$ cat src/exec_state_pkg.sv
// Purpose: shared constants and types for the execution-state unit
// Assumes: one 20 MHz core clock, register port with one-cycle read data
// Notes: field layout follows the combined status word bit numbering
package exec_state_pkg;

  localparam int unsigned ADDR_W = 4;
  localparam logic [ADDR_W-1:0] OFS_EXEC_STATUS = 4'h0;
  localparam logic [ADDR_W-1:0] OFS_INT_STATUS = 4'h4;
  localparam logic [ADDR_W-1:0] OFS_INT_MASK = 4'h8;
  localparam logic [ADDR_W-1:0] OFS_CONTROL = 4'hC;

  // status word field positions
  localparam int unsigned POS_EXEC_HI = 25;
  localparam int unsigned POS_ISA = 24;
  localparam int unsigned POS_EXEC_LO = 10;
  localparam int unsigned POS_RESUME_REG = 12;

  localparam logic ISA_RESET = 1'h1;
  localparam logic [7:0] EXEC_RESET = 8'h00;
  localparam logic [31:0] WORD_ZERO = 32'h0000_0000;

  // interrupt status bit positions
  localparam int unsigned NUM_EVENTS = 4;
  localparam int unsigned EV_FAULT = 0;
  localparam int unsigned EV_LOCKUP = 1;
  localparam int unsigned EV_SUSPEND = 2;
  localparam int unsigned EV_ISA_CLEAR = 3;
  localparam logic [NUM_EVENTS-1:0] EV_RESET = 4'h0;

  // control register bit positions
  localparam int unsigned CTL_LOCKUP_SEL = 0;

  typedef enum logic [1:0] {
    FIELD_IDLE = 2'b00,
    FIELD_RESUME = 2'b01,
    FIELD_BLOCK = 2'b10
  } field_mode_t;

  typedef struct packed {
    logic [ADDR_W-1:0] addr;
    logic [31:0] wdata;
    logic write;
    logic read;
  } reg_req_t;

  typedef struct packed {
    logic valid;
    logic [31:0] word;
  } stacked_word_t;

endpackage

$ cat src/block_state_step.sv
// Purpose: advance of the conditional block state by one instruction
// Assumes: state[7:4] is the current condition, state[3:0] the mask
// Notes: purely combinational, no state of its own
module block_state_step
  import exec_state_pkg::*;
(
  input wire logic [7:0] state,
  output logic [7:0] stepped,
  output logic last
);

  always_comb begin
    last = (state[2:0] == 3'h0);
    if (last) begin
      stepped = 8'h00;
    end else begin
      stepped = {state[7:5], state[3:0], 1'b0};
    end
  end

endmodule

$ cat src/exec_state_unit.sv
// Purpose: execution-state bits of the core's program status word
// Assumes: all event inputs come from core logic on core_clk
// Notes: register port reads return data in the cycle after the strobe
//
// Operation
// - bits 26:25 and 15:10 form one field
// - resume state holds bits 26:25 at zero
// - resume state holds bits 11:10 at zero
// - suspended transfer records next register number
// - restart transfer at the recorded register
// - block covers up to four conditional instructions
// - instruction-set flag bit 24, reset one
// - flag updated by branches, return, vector
// - clear flag on execute raises fault or lockup
// - reserved bits 23:16 and 9:6 read zero
// - reset vector bit zero loads the flag
// - move-from read returns zero, writes ignored
module exec_state_unit
  import exec_state_pkg::*;
(
  input wire logic core_clk,
  input wire logic rst_b,
  // register port
  input wire logic [ADDR_W-1:0] regAddr,
  input wire logic [31:0] regWdata,
  input wire logic regWrite,
  input wire logic regRead,
  output logic [31:0] regRdata,
  output logic irq,
  // core events
  input wire logic vectorFetch,
  input wire logic vectorBit0,
  input wire logic branchIndirect,
  input wire logic branchTargetBit0,
  input wire logic excReturn,
  input wire logic [31:0] stackedWord,
  input wire logic transferSuspend,
  input wire logic [3:0] transferNextReg,
  input wire logic transferResumeAck,
  input wire logic transferDone,
  input wire logic blockStart,
  input wire logic blockStartNarrow,
  input wire logic [7:0] blockStartState,
  input wire logic blockStep,
  input wire logic instrIssue,
  input wire logic moveFromSpecial,
  input wire logic moveToSpecial,
  input wire logic [31:0] moveToData,
  // status views
  output logic [31:0] execStatus,
  output logic [31:0] moveFromData,
  output logic resumePending,
  output logic [3:0] resumeReg,
  output logic blockActive,
  output logic [3:0] blockCond,
  output logic faultRaise,
  output logic lockup
);

  typedef struct packed {
    // field and flag
    field_mode_t mode;
    logic [7:0] field;
    logic isa;
    logic resumeIssued;
    // event status and control
    logic [NUM_EVENTS-1:0] intStatus;
    logic [NUM_EVENTS-1:0] intMask;
    logic lockupSel;
    logic lockup;
    logic faultRaise;
    // registered output images
    logic irq;
    logic [31:0] rdata;
    logic [31:0] moveFrom;
    logic [31:0] word;
    logic resumePending;
    logic [3:0] resumeReg;
    logic blockActive;
    logic [3:0] blockCond;
  } state_t;

  localparam state_t STATE_RESET = '{
    mode: FIELD_IDLE,
    field: EXEC_RESET,
    isa: ISA_RESET,
    resumeIssued: 1'b0,
    intStatus: EV_RESET,
    intMask: EV_RESET,
    lockupSel: 1'b0,
    lockup: 1'b0,
    faultRaise: 1'b0,
    irq: 1'b0,
    rdata: WORD_ZERO,
    moveFrom: WORD_ZERO,
    word: WORD_ZERO | (32'(ISA_RESET) << POS_ISA),
    resumePending: 1'b0,
    resumeReg: 4'h0,
    blockActive: 1'b0,
    blockCond: 4'h0
  };

  state_t cur;
  state_t next_cur;
  reg_req_t req;
  logic [7:0] stepped;
  logic stepLast;
  logic [NUM_EVENTS-1:0] events;
  logic executeBlocked;
  logic [7:0] stackedField;
  stacked_word_t restore;
  field_mode_t stackedMode;
  logic blockStartOk;
  logic stepAccept;
  logic resumeFinish;
  logic [NUM_EVENTS-1:0] statusClear;

  assign req = '{addr: regAddr, wdata: regWdata, write: regWrite,
                 read: regRead};

  // conditional block advance
  block_state_step stepper (
    .state(cur.field),
    .stepped(stepped),
    .last(stepLast)
  );

  // sorts a restored word into idle, resume or block state
  function automatic field_mode_t classify(input logic [31:0] sw);
    field_mode_t m;
    if ({sw[15:10], sw[26:25]} == EXEC_RESET) begin
      m = FIELD_IDLE;
    end else if (sw[26:25] == 2'h0 && sw[11:10] == 2'h0) begin
      m = FIELD_RESUME;
    end else begin
      m = FIELD_BLOCK;
    end
    return m;
  endfunction

  // restored status word with its strobe
  assign restore = '{valid: excReturn, word: stackedWord};

  // field image of the stacked word: bits 15:10 above bits 26:25
  assign stackedField = {restore.word[15:10], restore.word[26:25]};
  assign stackedMode = classify(restore.word);

  // instruction issue with the flag clear outside lockup never executes
  assign executeBlocked = instrIssue && !cur.isa && !cur.lockup;

  // block step and resume completion
  assign stepAccept = blockStep && !executeBlocked;
  assign resumeFinish = transferDone && cur.resumeIssued;

  // only a narrow start with a live mask opens a block
  assign blockStartOk = blockStart && blockStartNarrow &&
                        blockStartState[3:0] != 4'h0;

  // per-bit write-one-to-clear strobes of the event status
  for (genvar e = 0; e < NUM_EVENTS; e++) begin : g_clear
    assign statusClear[e] = req.write && req.addr == OFS_INT_STATUS &&
                            req.wdata[e];
  end

  // builds the status word view of the field and flag
  function automatic logic [31:0] pack_word(input field_mode_t mode,
                                            input logic [7:0] field,
                                            input logic isa);
    logic [31:0] w;
    w = WORD_ZERO;
    w[POS_ISA] = isa;
    if (mode == FIELD_RESUME) begin
      w[POS_RESUME_REG +: 4] = field[7:4];
    end else if (mode == FIELD_BLOCK) begin
      w[POS_EXEC_LO +: 6] = field[7:2];
      w[POS_EXEC_HI +: 2] = field[1:0];
    end
    return w;
  endfunction

  always_comb begin
    next_cur = cur;
    events = EV_RESET;
    next_cur.faultRaise = 1'b0;

    // instruction-set flag sources, vector fetch taking priority
    if (vectorFetch) begin
      next_cur.isa = vectorBit0;
    end else if (restore.valid) begin
      next_cur.isa = restore.word[POS_ISA];
    end else if (branchIndirect) begin
      next_cur.isa = branchTargetBit0;
    end
    if (cur.isa && !next_cur.isa) begin
      events[EV_ISA_CLEAR] = 1'b1;
    end

    // execution-state field
    if (restore.valid) begin
      next_cur.mode = stackedMode;
      unique case (stackedMode)
        FIELD_RESUME: begin
          next_cur.field = {restore.word[15:12], 4'h0};
        end
        FIELD_BLOCK: begin
          next_cur.field = stackedField;
        end
        default: begin
          next_cur.field = EXEC_RESET;
        end
      endcase
      next_cur.resumeIssued = 1'b0;
    end else if (transferSuspend) begin
      next_cur.mode = FIELD_RESUME;
      next_cur.field = {transferNextReg, 4'h0};
      next_cur.resumeIssued = 1'b0;
      events[EV_SUSPEND] = 1'b1;
    end else if (blockStartOk) begin
      next_cur.mode = FIELD_BLOCK;
      next_cur.field = blockStartState;
    end else begin
      unique case (cur.mode)
        FIELD_IDLE: begin
          next_cur.field = EXEC_RESET;
        end
        FIELD_RESUME: begin
          if (transferResumeAck) begin
            next_cur.resumeIssued = 1'b1;
          end
          if (resumeFinish) begin
            next_cur.mode = FIELD_IDLE;
            next_cur.field = EXEC_RESET;
            next_cur.resumeIssued = 1'b0;
          end
        end
        FIELD_BLOCK: begin
          if (stepAccept) begin
            next_cur.field = stepped;
            if (stepLast) begin
              next_cur.mode = FIELD_IDLE;
            end
          end
        end
        default: begin
          next_cur.mode = FIELD_IDLE;
          next_cur.field = EXEC_RESET;
        end
      endcase
    end

    // fault or lockup on blocked execution
    if (executeBlocked) begin
      if (cur.lockupSel) begin
        next_cur.lockup = 1'b1;
        events[EV_LOCKUP] = 1'b1;
      end else begin
        next_cur.faultRaise = 1'b1;
        events[EV_FAULT] = 1'b1;
      end
    end

    // register port writes; status is write-one-to-clear
    if (req.write) begin
      unique case (req.addr)
        OFS_INT_STATUS: begin
          next_cur.intStatus = cur.intStatus & ~statusClear;
        end
        OFS_INT_MASK: begin
          next_cur.intMask = req.wdata[NUM_EVENTS-1:0];
        end
        OFS_CONTROL: begin
          next_cur.lockupSel = req.wdata[CTL_LOCKUP_SEL];
        end
        default: begin
          next_cur.intMask = cur.intMask;
        end
      endcase
    end
    // a new event wins over a clear in the same cycle
    next_cur.intStatus = next_cur.intStatus | events;
    next_cur.irq = |(next_cur.intStatus & next_cur.intMask);

    // register port reads, data valid one cycle only
    next_cur.rdata = WORD_ZERO;
    if (req.read) begin
      unique case (req.addr)
        OFS_EXEC_STATUS: begin
          next_cur.rdata = cur.word;
        end
        OFS_INT_STATUS: begin
          next_cur.rdata[NUM_EVENTS-1:0] = cur.intStatus;
        end
        OFS_INT_MASK: begin
          next_cur.rdata[NUM_EVENTS-1:0] = cur.intMask;
        end
        OFS_CONTROL: begin
          next_cur.rdata[CTL_LOCKUP_SEL] = cur.lockupSel;
        end
        default: begin
          next_cur.rdata = WORD_ZERO;
        end
      endcase
    end

    // software access by special-register move sees nothing
    next_cur.moveFrom = WORD_ZERO;
    if (moveFromSpecial) begin
      next_cur.moveFrom = WORD_ZERO;
    end
    if (moveToSpecial && moveToData != WORD_ZERO) begin
      next_cur.moveFrom = WORD_ZERO;
    end

    // output images
    next_cur.word = pack_word(next_cur.mode, next_cur.field, next_cur.isa);
    next_cur.resumePending = (next_cur.mode == FIELD_RESUME) &&
                             !next_cur.resumeIssued;
    next_cur.resumeReg = (next_cur.mode == FIELD_RESUME) ?
                         next_cur.field[7:4] : 4'h0;
    next_cur.blockActive = (next_cur.mode == FIELD_BLOCK);
    next_cur.blockCond = (next_cur.mode == FIELD_BLOCK) ?
                         next_cur.field[7:4] : 4'h0;
  end

  always_ff @(posedge core_clk or negedge rst_b) begin
    if (!rst_b) begin
      cur <= STATE_RESET;
    end else begin
      cur <= next_cur;
    end
  end

  assign regRdata = cur.rdata;
  assign irq = cur.irq;
  assign execStatus = cur.word;
  assign moveFromData = cur.moveFrom;
  assign resumePending = cur.resumePending;
  assign resumeReg = cur.resumeReg;
  assign blockActive = cur.blockActive;
  assign blockCond = cur.blockCond;
  assign faultRaise = cur.faultRaise;
  assign lockup = cur.lockup;

endmodule

$ cat config.mk
export PLATFORM = sky130hd
export DESIGN_NAME = exec_state_unit
export DESIGN_NICKNAME = d
export VERILOG_FILES = /design/src/exec_state_pkg.sv /design/src/block_state_step.sv /design/src/exec_state_unit.sv
export SDC_FILE = /design/constraint.sdc
export NUM_CORES = 1
export LEC_CHECK = 0
export ABC_AREA = 1
export BUFFER_PORTS_ARGS = -buffer_cell sky130_fd_sc_hd__buf_4
export CAP_MARGIN = 20
export CORE_AREA = 2 2 92 94
export CTS_CLUSTER_SIZE = 30
export DETAILED_ROUTE_END_ITERATION = 12
export DIE_AREA = 0 0 94 96
export HOLD_SLACK_MARGIN = 0.05
export PLACE_DENSITY = 0.85
export SLEW_MARGIN = 20
export SYNTH_ARGS = -nofsm -noshare
export SYNTH_HDL_FRONTEND = slang
export SYNTH_SLANG_ARGS = --single-unit
$ cat constraint.sdc
create_clock -name core_clk -period 3.6 [get_ports core_clk]
set_clock_uncertainty 0.1 [all_clocks]
set_input_delay 0.72 -clock core_clk [delete_from_list [all_inputs] [get_ports core_clk]]
set_output_delay 0.72 -clock core_clk [all_outputs]
set_load 0.01 [all_outputs]
# Word level (Yosys, flattened, before mapping)
# Index checks and enable logic that the tools add are counted.
[totals]
in_bits = 130
out_inout_bits = 109
reg_bits = 75
word_cells = 101
[classes]
n_reduce_logical = 29
bitwise_logic = 4
n_eq_ne = 9
mux = 43
[op_table]
columns = ["op", "n"]
rows = [
  ["10-bit 2-to-1 mux", 5],
  ["8-bit one-hot mux with 2 select lines", 2],
  ["27-bit 2-to-1 mux", 1],
  ["23-bit 2-to-1 mux", 1],
  ["4-bit 2-to-1 mux", 5],
  ["1-bit 2-to-1 mux", 16],
  ["1-bit logical AND", 14],
  ["2-bit 2-to-1 mux", 7],
  ["9-bit 2-to-1 mux", 1],
  ["4-bit AND", 2],
  ["4-bit equality test, second input constant", 2],
  ["8-bit logical NOT", 1],
  ["8-bit 2-to-1 mux", 1],
  ["2-bit by 1-bit equality test with 1-bit output, second input constant", 3],
  ["2-bit equality test, second input constant", 3],
  ["2-bit logical NOT", 3],
  ["6-bit 2-to-1 mux", 1],
  ["2-bit one-hot mux with 3 select lines", 1],
  ["3-bit one-hot mux with 2 select lines", 1],
  ["1-bit logical NOT", 5],
  ["4-bit by 3-bit equality test with 1-bit output, second input constant", 1],
  ["4-bit logical NOT", 1],
  ["4-bit NOT", 1],
  ["4-bit OR", 1],
  ["other kinds (5)", 6],
]

# Depth between registers and ports, before layout
[logic_depth]
depth_word = 13
mapped_depth = 12
ltp_nobuf = 12

# Modules after synthesis
# A second synthesis with hierarchy kept.
[hier_totals]
hier_cells = 455
hier_area_um2 = 3644.7
[by_module_without_submodules]
columns = ["module", "seq_area_each_um2", "area_per_inst_um2", "n_inst", "cells_per_inst"]
rows = [
  ["exec_state_unit", 1377.6, 3572.2, 1, 439],
  ["block_state_step", 0.0, 72.6, 1, 16],
]

# Worst setup path before layout
# Ideal clock, no wire load.
[synth_path]
path_kind = "input to register"
start = "input excReturn"
end = "register cur (netlist bit resumePending)"
required_time_ns = 3.380
slack_ns = 1.818
path_buffers = 1
setup_ns = 0.120
cell_stages = 5
arrival_time_ns = 1.562
cell_sequence = "buf_2 > nor2_1 > o21ai_0 > nor2_1 > nor2_1"
[synth_rtl]
columns = ["item", "line", "rtl"]
rows = [
  ["start, declared", "exec_state_unit.sv:35", "input wire logic excReturn,"],
  ["end signal, assigned", "exec_state_unit.sv:329", "cur <= next_cur;"],
  ["end, declared", "exec_state_unit.sv:103", "state_t cur;"],
]

==> impl_metrics.tcl <==
set metrics [dict create \
    grt_usage_pct 13.67 \
    fmax_mhz 554.8 \
    ys.flop_type "dfrtp_1" \
    end_kind "register" \
    crit_start "blockStartState[2]" \
    synth_fa_ha_area_share_pct 1.509 \
    r2r_end "execStatus[26]$_DFF_PN0_" \
    synth-seq-area-share_pct 41.55 \
    r2r_start "cur[129]$_DFF_PN0_" \
    period_needed_ns 1.802 \
    first_pass_iters 4 \
    r2r_cells 10 \
    drc 0 \
    synth_top_cell_by_area "dfrtp_1" \
    hold_ws_ns 0.3440 \
    die_h_um 96 \
    drt-total-wl_mm 6.189 \
    synthCells 395 \
    syn_area_mm2 0.003316 \
    hpwl_mm 5.028 \
    status "finished, final reports clean" \
    grt_pass1_wl_mm 9.666 \
    nFillCells 779 \
    cp-start-kind "primary input" \
    insertion_delay_ns 0.30 \
    vdd_drop_max_uv 164.5 \
    cts_max_level 2 \
    root_buffer "clkbuf_8" \
    die_width_um 94 \
    cts_buffers 5 \
    synth_edf_count 0 \
    worst-endpoint-required_ns 3.70 \
    grt_max_degree 56 \
    synth_top_cell_area_share_pct 40.75 \
    avgSynthCellArea_um2 8.394 \
    fin_nets 581 \
    ys_types 34 \
    dr_total_vias 2347 \
    ys_seq_elements 55 \
    synthTopCellsByArea "dfrtp_1 41%, buf_4 24%, nand2_1 9.7%" \
    viasPerCell 4.244 \
    finalSetupViolCount 0 \
    tightest_slew_ns 0.6648 \
    final_util_pct 44.90 \
    rsz0062_at_grt "no" \
    synth_compound_gate_area_share_pct 5.849 \
    layout_common_cells "86 x nand2_1, 79 x buf_4, 74 x conb_1" \
    first_global_vias 2102 \
    layout_commonest_cell "nand2_1" \
    gp_congestion 0.8570 \
    fin_tns_setup_ns 0 \
    drive_gt1_share_pct 25.45 \
    cts_setup_buffers 0 \
    relSlewSlack_pct 55.68 \
    hold_class "in2async" \
    fp.dieArea_mm2 0.009024 \
    start_util_pct 41.18 \
    drt_iter0_markers 267 \
    rows 33 \
    yosys_warnings 0 \
    area_delta_synth_final_pct 9.019 \
    finalCritPeriodShare_pct 50.07 \
    synth.area.mux_share_pct 0 \
    ios 239 \
    gr-total-overflow 0 \
    p_leak_nw 2.056 \
    finalHoldViolations 0 \
    ff2ff_setup_slack_ns 1.81 \
    worstPathArrival_ns 1.90 \
    clk_pin_slew_worst_paths_ns 0.10 \
    antenna_left 0 \
    antenna_found_initial 0 \
    critPathKind "in2reg" \
    wl_per_cell_um 11.19 \
    port_buffers 79 \
    drv_slew 0 \
    cts_buffer_depth 2 \
    core_mm2 0.008051 \
    postCtsHoldBufs 0 \
    cts_tree "yes" \
    yosys.area_share.simple_pct 22.75 \
    cts-resized-gates 0 \
    cts_sinks 55 \
    synth_top_family_by_area "buffers and inverters" \
    antenna_cells 0 \
    synth_xor_area_share_pct 0 \
    critical_path.max_fanout 9 \
    async_reset_ff_share_pct 100.0 \
    power_density_mw_per_mm2 362.3 \
    cap_violations 0 \
]
[worst max-delay path by stage]
stage,cells past startpoint,endpoint,slack (ns)
final,10,execStatus[13]$_DFF_PN0_,1.80
after CTS,10,execStatus[26]$_DFF_PN0_,1.81
after floorplan,5,resumePending$_DFF_PN0_,1.82
after global routing,9,irq$_DFF_PN0_,1.66
after detailed placement,10,execStatus[13]$_DFF_PN0_,1.49
after global placement,10,execStatus[13]$_DFF_PN0_,1.52
[logic make-up (layout without fill, tap and decap cells)]
kind of cell | count (synthesis) | after routing
DFF | 55 | 55
buffers and inverters | 145 | 125
adders and majority gates | 4 | 4
other | 1 | 74
and+or+nand+nor | 160 | 160
AOI/OAI and AO/OA | 30 | 30
[cell usage after synthesis, drive strengths merged, types with 2 or more instances]
cell,n
nand3,25
a21oi,8
o21ai,17
nand2,95
nor3,2
clkbuf,2
ha,4
dfrtp,54
nor3b,8
nand4,4
nor2,26
buf,105
inv,37
[layout make-up]
type                    count  area [um^2]  share of cell area, %
flip-flops and latches     55         1378                  38.11
well taps                 105        131.4                  3.634
clock inverters             3        25.02                 0.6923
repair buffers             79        593.1                  16.41
multi-input cells         268         1276                  35.31
clock buffers               5        68.82                  1.904
inverters                  38        142.6                  3.946
[where the power goes]
group	leakage [nW]	switching (mW)	total (mW)	internal (mW)
logic	1.30	0.179	0.283	0.105
clock network	0.0443	0.202	0.342	0.139
registers	0.714	0.0239	0.684	0.660
[sequential cells by signal, summed over array words and instances (netlist names)]
signal	count
blockActive	1
blockCond	4
cur	20
execStatus	9
faultRaise	1
irq	1
lockup	1
regRdata	13
resumePending	1
resumeReg	4
[per-stage QoR]
| step | cells | cell area (um^2) | setup slack (ns) | total power [mW] |
|---|---|---|---|---|
| after floorplan | 468 | 3590 | 1.818 | 0.9385 |
| after global placement | 545 | 3521 | 1.518 | 0.9699 |
| after detailed placement | 545 | 3521 | 1.487 | 0.9781 |
| after CTS | 553 | 3615 | 1.807 | 1.323 |
| after global routing | 553 | 3615 | 1.659 | 1.398 |
| final | 553 | 3615 | 1.798 | 1.310 |
[metal layers]
layer	vias to the layer above	GRT usage [%]	wire length, um
li1	1154	-	-
met1	1075	16.87	2541
met2	114	23.99	3066
met3	4	2.584	497
met4	0	4.831	83
met5	-	0	0
[worst max-delay path: stages]
cell     delay (ns)
buf_4          0.10
nor2_1         0.04
nand2_1        0.07
nand3_2        0.15
inv_2          0.19
nor2_2         0.07
a21oi_4        0.25
inv_2          0.11
nand3_1        0.13
nand2_1        0.06
No activity file was read; power rests on OpenSTA's default activity.
